## config.mk

```make
export PLATFORM = sky130hd
export DESIGN_NAME = mst_regs
export DESIGN_NICKNAME = d
export VERILOG_FILES = /design/src/rtl/mst_pkg.sv /design/src/rtl/mst_regs.sv
export SDC_FILE = /design/constraint.sdc
export NUM_CORES = 1
export LEC_CHECK = 0
export ABC_AREA = 1
export ABC_CLOCK_PERIOD_IN_PS = 6000
export BUFFER_PORTS_ARGS = -buffer_cell sky130_fd_sc_hd__buf_4
export CAP_MARGIN = 20
export CORE_ASPECT_RATIO = 1.5
export CORE_MARGIN = 3
export CORE_UTILIZATION = 33
export CTS_CLUSTER_DIAMETER = 150
export DETAILED_ROUTE_END_ITERATION = 12
export GPL_TIMING_DRIVEN = 0
export PLACE_DENSITY_LB_ADDON = 0.2
export SYNTH_ARGS = -nofsm -noshare
export SYNTH_HDL_FRONTEND = slang
export SYNTH_SLANG_ARGS = --single-unit
```

## constraint.sdc

```tcl
create_clock -name aclk -period 6 [get_ports aclk]
set_input_delay 1.2 -clock aclk [delete_from_list [all_inputs] [get_ports aclk]]
set_output_delay 1.2 -clock aclk [all_outputs]
set_load 0.01 [all_outputs]
```

## src/rtl/mst_pkg.sv

```systemverilog
// Package of constants and types for the modem sync and tuning register bank.
`default_nettype none
package mst_pkg;

  // Register indices; the bus byte address is four times the index.
  localparam logic [6:0] IDX_ZERO_AVG_CONTROL     = 7'h46;
  localparam logic [6:0] IDX_SYNC_DETECT_CONTROL  = 7'h47;
  localparam logic [6:0] IDX_CARRIER_OFFSET       = 7'h48;
  localparam logic [6:0] IDX_OBSERVER_PHASE       = 7'h5b;
  localparam logic [6:0] IDX_UNUSED_SLOT          = 7'h62;

  // Reset values of the control registers.
  localparam logic [7:0] RST_ZERO_AVG_CONTROL     = 8'h40;
  localparam logic [7:0] RST_SYNC_DETECT_CONTROL  = 8'h2e;
  localparam logic [7:0] RST_CARRIER_OFFSET       = 8'h00;
  localparam logic [7:0] RST_OBSERVER_PHASE       = 8'h08;

  // Writable bit masks; all other bits read as zero.
  localparam logic [7:0] MSK_ZERO_AVG_CONTROL     = 8'he0;
  localparam logic [7:0] MSK_SYNC_DETECT_CONTROL  = 8'h3f;
  localparam logic [7:0] MSK_OBSERVER_PHASE       = 8'h0f;

  // Field positions.
  localparam int POS_ZERO_COUNT    = 6;
  localparam int POS_AVG_POLICY    = 5;
  localparam int POS_SFD_STRICT    = 5;
  localparam int POS_CORRELATOR_THRESHOLD      = 0;
  localparam int POS_OBSERVER_EN   = 2;
  localparam int POS_PHASE_REV     = 1;

  // Plain tuning and test registers: receive chain, synthesizer, oscillator calibration a-c,
  // gain loop a-b, low noise amp, gain filter, converter in a-c, demod, converter out a-b,
  // analog probe, converter out c, powerdown a-b, rom and ram self tests.
  localparam int NUM_TUNE = 23;
  localparam logic [6:0] TUNE_IDX [NUM_TUNE] = '{
    7'h4a, 7'h4c, 7'h4e, 7'h4f, 7'h50, 7'h51, 7'h52, 7'h53, 7'h54, 7'h55, 7'h56, 7'h57,
    7'h58, 7'h5a, 7'h5c, 7'h5d, 7'h5e, 7'h5f, 7'h60, 7'h61, 7'h7a, 7'h7c, 7'h7e};
  localparam logic [7:0] TUNE_RST [NUM_TUNE] = '{
    8'h29, 8'h55, 8'h24, 8'h29, 8'h20, 8'h2a, 8'h5f, 8'h0e, 8'h00, 8'h2e, 8'h66, 8'h0a,
    8'h05, 8'h05, 8'h00, 8'h00, 8'h00, 8'h00, 8'h00, 8'h00, 8'h00, 8'h00, 8'h02};

  localparam logic [1:0] RESP_OKAY   = 2'b00;
  localparam logic [1:0] RESP_DECERR = 2'b11;

  // Size of one offset estimate step in hertz.
  localparam int OFFSET_STEP_HZ = 7800;

  typedef enum logic [2:0] {
    ST_HUNT = 3'b001,
    ST_SFDB = 3'b010,
    ST_LOCK = 3'b100
  } mst_sync_state_t;

  // One demodulated symbol with its correlation value.
  typedef struct packed {
    logic       valid;
    logic       zero;
    logic       sfd_a;
    logic       sfd_b;
    logic [4:0] corr;
  } mst_symbol_t;

  // Settings handed to the demodulator and modulator.
  typedef struct packed {
    logic [1:0] sync_zero_symbol_count;
    logic       offset_averaging_policy;
    logic       sfd_strict_correlation;
    logic [4:0] correlator_threshold;
    logic       frame_observer_enable;
    logic       phase_reversed;
  } mst_modem_cfg_t;

endpackage
`default_nettype wire

```

## src/rtl/mst_regs.sv

```systemverilog
// Modem sync detection, offset estimate hold and tuning register bank on AXI4-Lite.
// Function
// - Strict bit 0 needs one zero symbol above threshold; 1 adds both SFD symbols.
// - Five-bit correlator threshold, reset 0x0E, must be exceeded before SFD search.
// - Carrier offset estimate reads back as read-only eight-bit two's complement.
// - Each estimate step stands for 7800 Hz.
// - Policy 0 updates the estimate until sync, then freezes it until frame end.
// - Policy 1 updates the estimate continuously while the demodulator is enabled.
// - Observer enable routes received and transmitted data to pins; resets clear.
// - Phase bit selects standard or reversed modulation for both directions; resets 0.
// - Two-bit setting asks one to three zero symbols; only one above threshold.
//
// Decided for this implementation: the AXI4-Lite interface to the registers.
`default_nettype none
module mst_regs #(
  parameter int ADDR_W = 12
) (
  input  wire logic                  aclk,
  input  wire logic                  aresetn,
  input  wire logic                  ce,
  input  wire logic                  s_axi_awvalid,
  output logic                       s_axi_awready,
  input  wire logic [ADDR_W-1:0]     s_axi_awaddr,
  input  wire logic [2:0]            s_axi_awprot,
  input  wire logic                  s_axi_wvalid,
  output logic                       s_axi_wready,
  input  wire logic [31:0]           s_axi_wdata,
  input  wire logic [3:0]            s_axi_wstrb,
  output logic                       s_axi_bvalid,
  input  wire logic                  s_axi_bready,
  output logic [1:0]                 s_axi_bresp,
  input  wire logic                  s_axi_arvalid,
  output logic                       s_axi_arready,
  input  wire logic [ADDR_W-1:0]     s_axi_araddr,
  input  wire logic [2:0]            s_axi_arprot,
  output logic                       s_axi_rvalid,
  input  wire logic                  s_axi_rready,
  output logic [31:0]                s_axi_rdata,
  output logic [1:0]                 s_axi_rresp,
  input  wire mst_pkg::mst_symbol_t  symbol,
  input  wire logic                  frame_end,
  input  wire logic                  demod_enable,
  input  wire logic                  offset_valid,
  input  wire logic [7:0]            offset_in,
  input  wire logic                  rx_data_bit,
  input  wire logic                  tx_data_bit,
  output logic                       sync_found,
  output mst_pkg::mst_modem_cfg_t    modem_cfg,
  output logic                       gpio_rx_observe,
  output logic                       gpio_tx_observe,
  output logic [7:0]                 tune_flat [mst_pkg::NUM_TUNE]
);
  import mst_pkg::*;

  logic [7:0]                 zero_avg_r;
  logic [7:0]                 sync_ctl_r;
  logic [7:0]                 offset_r;
  logic [7:0]                 obs_phase_r;
  logic [7:0]                 tune_r [NUM_TUNE];

  logic                       awready_r;
  logic                       wready_r;
  logic                       aw_held_r;
  logic                       w_held_r;
  logic [6:0]                 wr_idx_r;
  logic                       wr_idx_ok_r;
  logic [7:0]                 wr_byte_r;
  logic                       wr_lane_r;
  logic                       bvalid_r;
  logic [1:0]                 bresp_r;
  logic                       arready_r;
  logic                       rvalid_r;
  logic [7:0]                 rdata_r;
  logic [1:0]                 rresp_r;

  logic                       wr_go;
  logic                       wr_en;
  logic [6:0]                 rd_idx;
  logic                       rd_idx_ok;
  logic [7:0]                 rd_byte;
  logic                       rd_hit;

  mst_sync_state_t            state_r;
  logic [1:0]                 zero_cnt_r;
  logic                       zero_above_r;
  logic                       sfd_a_above_r;
  logic                       sync_found_r;
  logic                       gpio_rx_r;
  logic                       gpio_tx_r;

  logic [1:0]                 zeros_needed;
  logic                       above;
  logic                       strict;
  logic                       avg_policy;
  logic                       observe_en;

  assign strict     = sync_ctl_r[POS_SFD_STRICT];
  assign avg_policy = zero_avg_r[POS_AVG_POLICY];
  assign observe_en = obs_phase_r[POS_OBSERVER_EN];
  assign above      = symbol.corr > sync_ctl_r[POS_CORRELATOR_THRESHOLD +: 5];
  // The reserved count code 00 behaves as one zero symbol so the detector never stalls.
  assign zeros_needed = (zero_avg_r[POS_ZERO_COUNT +: 2] == 2'b00) ?
                        2'b01 : zero_avg_r[POS_ZERO_COUNT +: 2];

  // Byte address is four times the register index; addresses beyond the index range miss.
  assign rd_idx    = s_axi_araddr[8:2];
  assign rd_idx_ok = (s_axi_araddr[ADDR_W-1:9] == '0) && (s_axi_araddr[1:0] == 2'b00);
  assign wr_go     = aw_held_r && w_held_r && !bvalid_r;
  assign wr_en     = wr_go && wr_idx_ok_r && wr_lane_r;

  // Read mux; reserved and unused bits come back as zero.
  always_comb begin
    rd_byte = 8'h00;
    rd_hit  = 1'b0;
    if (rd_idx_ok) begin
      case (rd_idx)
        IDX_ZERO_AVG_CONTROL: begin
          rd_byte = zero_avg_r & MSK_ZERO_AVG_CONTROL;
          rd_hit  = 1'b1;
        end
        IDX_SYNC_DETECT_CONTROL: begin
          rd_byte = sync_ctl_r & MSK_SYNC_DETECT_CONTROL;
          rd_hit  = 1'b1;
        end
        IDX_CARRIER_OFFSET: begin
          rd_byte = offset_r;
          rd_hit  = 1'b1;
        end
        IDX_OBSERVER_PHASE: begin
          rd_byte = obs_phase_r & MSK_OBSERVER_PHASE;
          rd_hit  = 1'b1;
        end
        IDX_UNUSED_SLOT: begin
          rd_byte = 8'h00;
          rd_hit  = 1'b1;
        end
        default: begin
          for (int i = 0; i < NUM_TUNE; i++) begin
            if (rd_idx == TUNE_IDX[i]) begin
              rd_byte = tune_r[i];
              rd_hit  = 1'b1;
            end
          end
        end
      endcase
    end
  end

  // Write address and write data are taken independently and joined before the update.
  always_ff @(posedge aclk) begin
    if (!aresetn) begin
      awready_r   <= 1'b0;
      wready_r    <= 1'b0;
      aw_held_r   <= 1'b0;
      w_held_r    <= 1'b0;
      wr_idx_r    <= 7'h00;
      wr_idx_ok_r <= 1'b0;
      wr_byte_r   <= 8'h00;
      wr_lane_r   <= 1'b0;
      bvalid_r    <= 1'b0;
      bresp_r     <= RESP_OKAY;
    end else if (ce) begin
      if (!aw_held_r && !bvalid_r)
        awready_r <= !(s_axi_awvalid && awready_r);
      if (!w_held_r && !bvalid_r)
        wready_r <= !(s_axi_wvalid && wready_r);
      if (s_axi_awvalid && awready_r) begin
        aw_held_r   <= 1'b1;
        wr_idx_r    <= s_axi_awaddr[8:2];
        wr_idx_ok_r <= (s_axi_awaddr[ADDR_W-1:9] == '0) && (s_axi_awaddr[1:0] == 2'b00);
      end
      if (s_axi_wvalid && wready_r) begin
        w_held_r  <= 1'b1;
        wr_byte_r <= s_axi_wdata[7:0];
        wr_lane_r <= s_axi_wstrb[0];
      end
      if (wr_go) begin
        aw_held_r <= 1'b0;
        w_held_r  <= 1'b0;
        bvalid_r  <= 1'b1;
        bresp_r   <= wr_hit(wr_idx_r, wr_idx_ok_r) ? RESP_OKAY : RESP_DECERR;
      end
      if (bvalid_r && s_axi_bready) begin
        bvalid_r  <= 1'b0;
        awready_r <= 1'b1;
        wready_r  <= 1'b1;
      end
    end
  end

  function automatic logic wr_hit(input logic [6:0] idx, input logic ok);
    logic hit;
    hit = ok && ((idx == IDX_ZERO_AVG_CONTROL) || (idx == IDX_SYNC_DETECT_CONTROL) ||
                 (idx == IDX_CARRIER_OFFSET) || (idx == IDX_OBSERVER_PHASE) ||
                 (idx == IDX_UNUSED_SLOT));
    for (int i = 0; i < NUM_TUNE; i++) begin
      if (ok && (idx == TUNE_IDX[i]))
        hit = 1'b1;
    end
    return hit;
  endfunction

  // Read channel: one read under way, data returned the cycle after the address is taken.
  always_ff @(posedge aclk) begin
    if (!aresetn) begin
      arready_r <= 1'b0;
      rvalid_r  <= 1'b0;
      rdata_r   <= 8'h00;
      rresp_r   <= RESP_OKAY;
    end else if (ce) begin
      if (!rvalid_r && !arready_r) begin
        arready_r <= 1'b1;
      end
      if (s_axi_arvalid && arready_r) begin
        arready_r <= 1'b0;
        rvalid_r  <= 1'b1;
        rdata_r   <= rd_byte;
        rresp_r   <= rd_hit ? RESP_OKAY : RESP_DECERR;
      end
      if (rvalid_r && s_axi_rready) begin
        rvalid_r  <= 1'b0;
        arready_r <= 1'b1;
      end
    end
  end

  // Control registers; writes to reserved read-only bits are dropped by the masks.
  always_ff @(posedge aclk) begin
    if (!aresetn) begin
      zero_avg_r  <= RST_ZERO_AVG_CONTROL;
      sync_ctl_r  <= RST_SYNC_DETECT_CONTROL;
      obs_phase_r <= RST_OBSERVER_PHASE;
    end else if (ce && wr_en) begin
      case (wr_idx_r)
        IDX_ZERO_AVG_CONTROL:    zero_avg_r  <= wr_byte_r & MSK_ZERO_AVG_CONTROL;
        IDX_SYNC_DETECT_CONTROL: sync_ctl_r  <= wr_byte_r & MSK_SYNC_DETECT_CONTROL;
        IDX_OBSERVER_PHASE:      obs_phase_r <= wr_byte_r & MSK_OBSERVER_PHASE;
        default: begin
        end
      endcase
    end
  end

  // Tuning registers are plain storage handed out to the analog and test logic.
  for (genvar g = 0; g < NUM_TUNE; g++) begin : g_tune
    always_ff @(posedge aclk) begin
      if (!aresetn) begin
        tune_r[g] <= TUNE_RST[g];
      end else if (ce && wr_en && (wr_idx_r == TUNE_IDX[g])) begin
        tune_r[g] <= wr_byte_r;
      end
    end
    assign tune_flat[g] = tune_r[g];
  end

  // Sync search: zero symbols, then the two SFD symbols.
  always_ff @(posedge aclk) begin
    if (!aresetn) begin
      state_r       <= ST_HUNT;
      zero_cnt_r    <= 2'b00;
      zero_above_r  <= 1'b0;
      sfd_a_above_r <= 1'b0;
      sync_found_r  <= 1'b0;
    end else if (ce) begin
      sync_found_r <= 1'b0;
      case (state_r)
        ST_HUNT: begin
          if (symbol.valid && symbol.zero) begin
            if (zero_cnt_r != 2'b11)
              zero_cnt_r <= zero_cnt_r + 2'b01;
            zero_above_r <= zero_above_r | above;
          end else if (symbol.valid && symbol.sfd_a && (zero_cnt_r >= zeros_needed) &&
                       zero_above_r) begin
            sfd_a_above_r <= above;
            state_r       <= ST_SFDB;
          end else if (symbol.valid) begin
            zero_cnt_r   <= 2'b00;
            zero_above_r <= 1'b0;
          end
        end
        ST_SFDB: begin
          if (symbol.valid) begin
            zero_cnt_r   <= 2'b00;
            zero_above_r <= 1'b0;
            // Strict mode also demands both SFD symbols above the threshold.
            if (symbol.sfd_b && (!strict || (sfd_a_above_r && above))) begin
              sync_found_r <= 1'b1;
              state_r      <= ST_LOCK;
            end else begin
              state_r <= ST_HUNT;
            end
          end
        end
        ST_LOCK: begin
          if (frame_end)
            state_r <= ST_HUNT;
        end
        default: begin
          state_r <= ST_HUNT;
        end
      endcase
      if (!demod_enable) begin
        state_r      <= ST_HUNT;
        zero_cnt_r   <= 2'b00;
        zero_above_r <= 1'b0;
      end
    end
  end

  // Offset estimate; under policy 0 the value found at sync stays put for the whole frame.
  always_ff @(posedge aclk) begin
    if (!aresetn) begin
      offset_r <= RST_CARRIER_OFFSET;
    end else if (ce && demod_enable && offset_valid) begin
      if (avg_policy) begin
        offset_r <= offset_in;
      end else if (state_r != ST_LOCK && !sync_found_r) begin
        offset_r <= offset_in;
      end
    end
  end

  // Observer taps are gated so the pins stay quiet while disabled.
  always_ff @(posedge aclk) begin
    if (!aresetn) begin
      gpio_rx_r <= 1'b0;
      gpio_tx_r <= 1'b0;
    end else if (ce) begin
      gpio_rx_r <= observe_en & rx_data_bit;
      gpio_tx_r <= observe_en & tx_data_bit;
    end
  end

  // One assignment drives the whole settings word so the output has a single driver.
  assign modem_cfg = '{
    sync_zero_symbol_count:  zero_avg_r[POS_ZERO_COUNT +: 2],
    offset_averaging_policy: avg_policy,
    sfd_strict_correlation:  strict,
    correlator_threshold:    sync_ctl_r[POS_CORRELATOR_THRESHOLD +: 5],
    frame_observer_enable:   observe_en,
    phase_reversed:          obs_phase_r[POS_PHASE_REV]
  };

  assign s_axi_awready  = awready_r;
  assign s_axi_wready   = wready_r;
  assign s_axi_bvalid   = bvalid_r;
  assign s_axi_bresp    = bresp_r;
  assign s_axi_arready  = arready_r;
  assign s_axi_rvalid   = rvalid_r;
  assign s_axi_rdata    = {24'h000000, rdata_r};
  assign s_axi_rresp    = rresp_r;
  assign sync_found     = sync_found_r;
  assign gpio_rx_observe = gpio_rx_r;
  assign gpio_tx_observe = gpio_tx_r;

endmodule
`default_nettype wire

```

==> out/qor.txt, run 1 <==
FF+latch count, synth = 249
Hold Crit Class = register to register
worst slew pin tran = 1.005 ns
CP bufs+invs = 6
initial antenna violation count = 0
CP Max Fanout = 10
HPWL Detailed = 37.69 mm
clk sinks = 249
site row count = 84
cts bufs inserted = 25
largest area contributor in the netlist = edfxtp_1
layout cell share with drive strength beyond 1 = 0.2302
worst skew pair latency = 0.53 ns
I/O Pins = 335
Core Area = 0.03552 mm^2
# DRC = 0
power per cell area = 240.0 mW/mm^2
CTS tree = yes
antenna violation net count after detailed routing = 0
final std cells w/o fill = 2219
die height = 239.6 um
final WL = 46.55 mm
share of the yosys chip area belonging to registers = 0.5687
Multi-input gate area = 0.004324 mm^2
CTS H-tree depth = 1
Final nets = 1832
final hold slack = 0.4596 ns
RSZ-0062 raised after global routing = no
port bufs = 276
element type at the critical path end = register
kind of critical path = primary input to register
Initial Util = 0.3379
mean post-synth cell area = 8.635 um^2
number of global-route vias before repair = 11050
wire per inst = 20.98 um
maximum clock rate = 280.8 MHz
routability cong. = 0.9119
Antenna Cells = 0
Max-Cap Viols = 0
Crit path required time = 6.24 ns
Synth top area share = 0.4603
worst rel slew slack = 0.3251
crit path launch type = primary input
first-pass GRT wire length = 67.52 mm
Synth Instances = 1390
Synth area leaders = edfxtp_1, dfxtp_1, nand2_1
maximum buffer depth of the clock tree = 3
FILL cells = 3627
Area Growth Syn to Fin = 29.53%
Post-Syn Area = 0.01200 mm^2
CTS Hold Bufs = 0
ys async rst share = 0
vias per cell = 4.907
status = completed
largest net degree at the start of global routing = 15
Die ar. = 0.03874 mm^2
Yosys cell types = 47
clock root buffer master = clkbuf_16
clk_skew = 0.01024 ns
P_leak = 6.277 nW
GRT Util Overall = 0.2322
Slew Limit Fails = 0
Worst path top cell family by delay = buffers and inverters
TNS Setup = 0 ns
vias post-DR = 10890
Max VDD drop = 150.1 uV
fin crit share = 0.5935
Die Wd = 161.7 um
CP cell instances = buf_4 -> inv_2 -> nor2_1 -> inv_1 -> nor2_1 -> nand2_1 -> clkbuf_1 -> clkbuf_1 -> o21ai_0 -> buf_2
ys flop type = edfxtp_1
number of synthesized flops with an enable pin = 184
Post-CTS Setup Bufs = 0
DRT Pass-1 Iters = 6
Iter 0 DRT Violations = 848
Critical-path top delay cell = o21ai_0
critical path's largest stage delay = 0.80 ns
# resized after CTS = 0
minimum clock period = 3.561 ns
Clk pin slew, worst setup/hold paths = 0.06 ns
CP Data Arrival Time = 3.80 ns
Reg area = 0.006827 mm^2
GR Overflow Total = 0
endpoints failing hold = 0
Finish-stage setup viols = 0
Synthesis Warnings = 0
placed cells = 2171
## worst paths after layout
path	start	endpoint	slack, ns	cells after the start
worst min register to register	offset_r[2]	offset_r[2]	0.46	2
worst max register to register	s_axi_bvalid	tune_r[1][33]	2.79	10
worst max-delay path	ce	tune_r[1][33]	2.44	10
worst min-delay path	offset_r[2]	offset_r[2]	0.46	2
## flip-flops by register name, summed over array words and instances (netlist names), 2 cells and up
| signal | flops |
|---|---|
| tune_r | 184 |
| offset_r | 8 |
| rdata_r | 8 |
| wr_byte_r | 8 |
| wr_idx_r | 7 |
| sync_ctl_r | 6 |
| obs_phase_r | 4 |
| state_r | 3 |
| zero_avg_r | 3 |
| zero_cnt_r | 2 |
## per-layer routing
metal  track usage  wire [um]
met5             0          0
met4       0.09596       1959
met3       0.03460       2765
met2        0.4439      24970
met1        0.2544      16850
## tightest hold or removal path, delay by kind of cell (launching register included)
kind | cells | cell delay (ns)
AOI/OAI and AO/OA | 1 | 0.05
buffers and inverters | 1 | 0.06
DFF | 1 | 0.30
## final cells by class
type	instances	share of cell area
Tap cell	473	0.03807
Clock buffer	37	0.04442
Multi-Input combinational cell	946	0.2781
Sequential cell	249	0.4391
Clock inverter	8	0.002817
Timing Repair Buffer	288	0.1371
Inverter	151	0.03654
Buffer	67	0.02382
## stage by stage
stage	power, mW	cell area, um^2	util	setup slack [ns]
finish	3.731	15550	0.4377	2.439
global route	3.842	15550	0.4377	2.232
CTS	3.746	15530	0.4372	2.436
detailed placement	2.306	14800	0.4166	1.883
global placement	2.301	14750	0.4153	1.760
floorplan	2.115	12090	-	2.890
## cells in the final DEF (no fill, tap or decap), types with 3 or more instances in the layout
master,n
nor2_2,9
nand2_2,7
nand4_1,13
o211ai_1,3
nand3b_1,5
or2_1,4
ha_1,8
a221oi_1,11
nor3_1,28
buf_4,305
conb_1,24
edfxtp_1,184
nor2_1,253
o21ai_0,62
clkbuf_1,43
clkinv_1,9
a21oi_1,88
clkbuf_16,25
or2_2,12
dfxtp_1,65
inv_2,10
a211oi_1,4
inv_1,134
clkinv_2,4
nand3_1,50
o22ai_1,27
buf_2,14
nand2_1,305
o21ai_1,7
nor2_4,3
## report_power, final
| group | internal (mW) | total (mW) | switching (mW) |
|---|---|---|---|
| sequential | 1.89 | 1.93 | 0.0389 |
| combinational | 0.124 | 0.340 | 0.216 |
| clock | 0.797 | 1.46 | 0.666 |
| total | 2.81 | 3.73 | 0.921 |
## cell families (layout without fill, tap and decap cells)
family                     Yosys count  count (layout)  synth area share
and+or+nand+nor                    698             698            0.2422
DFF                                249             249            0.5687
buffers and inverters              218             551           0.07818
AOI/OAI and AO/OA                  216             216            0.1023
adders and majority gates            8               8          0.008340
other                                1              24         0.0003124
## synthesized netlist by cell type, types with 2 or more instances
master and instances:
o221a_2 2, nor3_1 28, o21ai_1 7, a21oi_1 88
nand3_1 50, inv_2 10, or2_0 2, ha_1 8
nor2_1 253, clkbuf_1 33, a21oi_2 2, buf_2 2
nand3b_1 5, or2_2 12, nor3_2 2, clkinv_1 6
o211ai_1 3, o21bai_1 2, a211oi_1 4, o22ai_1 27
nand2_2 7, nand4_1 13, nor2_2 9, o21ai_0 62
nor2_4 3, inv_1 134, buf_1 2, nand2_1 305
nor4_1 2, o2111ai_1 2, edfxtp_1 184, dfxtp_1 65
a221oi_1 11, or2_1 4, buf_4 29
(Power assumes the default switching activity.)
==> run 2: changes to the inputs <==
--- a/config.mk
+++ b/config.mk
@@ -5,8 +5,8 @@
 export SDC_FILE = /design/constraint.sdc
 export NUM_CORES = 1
 export LEC_CHECK = 0
-export ABC_AREA = 1
-export ABC_CLOCK_PERIOD_IN_PS = 6000
+export ABC_AREA = 0
+export ABC_CLOCK_PERIOD_IN_PS = 3700
 export BUFFER_PORTS_ARGS = -buffer_cell sky130_fd_sc_hd__buf_4
 export CAP_MARGIN = 20
 export CORE_ASPECT_RATIO = 1.5
==> constraint.sdc (replaced) <==
create_clock -name aclk -period 3.7 [get_ports aclk]
set_input_delay 0.74 -clock aclk [delete_from_list [all_inputs] [get_ports aclk]]
set_output_delay 0.74 -clock aclk [all_outputs]
set_load 0.01 [all_outputs]
==> out/qor.txt, run 2 <==
Antenna Cells = 0 (unchanged)
Core Area = 0.03777 mm^2 (+6.3%)
# DRC = 0 (unchanged)
CTS tree = yes
GRT Util Overall = 0.2693 (+0.03705)
Synth Instances = 1240 (-11%)
Initial Util = 0.3362 (-0.001695)
clock root buffer master = clkbuf_16
number of global-route vias before repair = 11470 (+3.8%)
vias per cell = 5.571 (+14%)
mean post-synth cell area = 10.24 um^2 (+19%)
Iter 0 DRT Violations = 1018 (+20%)
element type at the critical path end = register
Finish-stage setup viols = 0 (unchanged)
TNS Setup = 0 ns (unchanged)
most common cell after layout, fill and taps aside = buf_4
initial antenna violation count = 1 (+1)
Die Wd = 166.2 um (+2.8%)
die height = 246.3 um (+2.8%)
CP Data Arrival Time = 3.81 ns (about the same)
fin area = 0.01630 mm^2 (+4.8%)
Commonest cells post-synth = edfxtp_1, nand2_1, and2_1
status = completed
largest net degree at the start of global routing = 15 (unchanged)
Max-Cap Viols = 0 (unchanged)
final WL = 57.75 mm (+24%)
clk_skew = 0.01507 ns (+0.004831 ns)
HPWL Detailed = 45.39 mm (+20%)
port bufs = 274 (-0.72%)
antenna violation net count after detailed routing = 0 (unchanged)
kind of critical path = primary input to register
Slew Limit Fails = 0 (unchanged)
Clk pin slew, worst setup/hold paths = 0.06 ns (about the same)
final core occ = 0.4314 (-0.006243)
most common cell in the synthesized netlist = edfxtp_1
maximum clock rate = 296.3 MHz
P_leak = 6.244 nW (-0.51%)
vias post-DR = 11650 (+7.0%)
crit path launch type = primary input
number of flip-flops in the largest register = 184 (unchanged)
number of synthesized flops with an enable pin = 184 (unchanged)
Synth top area share = 0.4351 (-0.02522)
CTS Hold Bufs = 0 (unchanged)
Area Growth Syn to Fin = 28.33%
I/O Pins = 335 (unchanged)
ys async rst share = 0 (unchanged)
Final nets = 1690 (-7.8%)
RSZ-0062 raised after global routing = no
CTS H-tree depth = 1 (unchanged)
Synthesis Warnings = 0 (unchanged)
Final WS setup = 0.3251 ns (-2.114 ns)
ys flop type = edfxtp_1
power per cell area = 376.4 mW/mm^2 (+57%)
wire per inst = 27.62 um (+32%)
fin crit share = 0.9121
GR Overflow Total = 0 (unchanged)
routability cong. = 1.023 (+12%)
worst skew pair latency = 0.55 ns (+0.02 ns)
minimum clock period = 3.375 ns
commonest non-fill, non-tap cells in the layout = buf_4, edfxtp_1, nand2_1
largest area contributor in the netlist = edfxtp_1
FILL cells = 3782 (+4.3%)
first-pass GRT wire length = 80.47 mm (+19%)
endpoints failing hold = 0 (unchanged)
# resized after CTS = 0 (unchanged)
pre-CTS WS = -0.1942 ns (-2.077 ns)
CP Max Fanout = 10 (unchanged)
FF+latch count, synth = 249 (unchanged)
Hold Crit Class = primary input to register
Synth area leaders = edfxtp_1, dfxtp_1, and2_1
layout cell share with drive strength beyond 1 = 0.2665 (+0.03630)
Post-Syn Area = 0.01270 mm^2 (+5.8%)
cts bufs inserted = 25 (unchanged)
clk sinks = 249 (unchanged)
site row count = 87 (+3.6%)
Largest Register = tune_r
DRT Pass-1 Iters = 6 (unchanged)
Max VDD drop = 282.3 uV (+88%)
Die ar. = 0.04092 mm^2 (+5.6%)
share of the yosys chip area belonging to registers = 0.5376 (-0.03116)
Post-CTS Setup Bufs = 0 (unchanged)
worst slew pin tran = 1.097 ns (+0.09235 ns)
Crit path required time = 4.14 ns (-2.10 ns)
worst rel slew slack = 0.2631 (-0.06204)
maximum buffer depth of the clock tree = 3 (unchanged)
Post-DP Area = 0.01553 mm^2 (+5.0%)
Yosys cell types = 83 (+77%)
==> run 2: path summary, 6_finish.rpt <==
kind                    from            to  slack (ns)  cells after the start
max          s_axi_araddr[2]    rdata_r[0]        0.33                     10
min reg2reg        wr_lane_r     wr_lane_r        0.47                      2
min             offset_in[6]   offset_r[6]        0.43                      3
max reg2reg     s_axi_bvalid  tune_r[0][9]        0.37                      7
==> run 2: cell type report <==
class	count	area, um^2	share of cell area
repair buffers	296	2175	0.1334
well taps	489	611.8	0.03755
clock buffers	34	678.2	0.04162
clock inverters	9	46.29	0.002841
inverters	30	112.6	0.006910
plain buffers	115	606.8	0.03724
multi-input cells	869	5239	0.3215
flip-flops and latches	249	6827	0.4189
==> run 2: per-stage QoR <==
stage                     power (mW)  hold WS (ns)  cells
after floorplan                3.461        0.4294   1263
after global placement         3.795        0.4492   2026
after detailed placement       3.803        0.4665   2041
after CTS                      6.132        0.4262   2084
after global routing           6.294        0.4352   2091
final                          6.133        0.4315   2091
==> run 2: power by group <==
part | switching [mW] | leakage [nW] | internal [mW]
clock network | 1.10 | 0.362 | 1.28
logic | 0.380 | 3.60 | 0.239
registers | 0.0788 | 2.28 | 3.06
==> run 2: critical path: stages <==
cell,delay (ns)
buf_4,0.10
buf_2,0.22
buf_2,0.33
nor2_1,0.22
nand3_1,0.24
nand4_1,0.15
a2111oi_1,0.96
o2111ai_1,0.54
nand4_1,0.25
nand2_1,0.08
==> run 2: logic make-up after synthesis <==
kind of cell	synth area share
mux	0.03468
simple gates	0.2214
flops	0.5376
compound gates	0.1415
buf+inv	0.05666
fa+ha+maj	0.007883
other cells	0.0002953
==> run 2: routing by layer <==
metal,share of wire,vias up,global-route usage
li1,-,5186,-
met4,0.074,0,0.1682
met1,0.36,5610,0.3080
met2,0.49,657,0.4709
met5,0,-,0
met3,0.074,197,0.04254
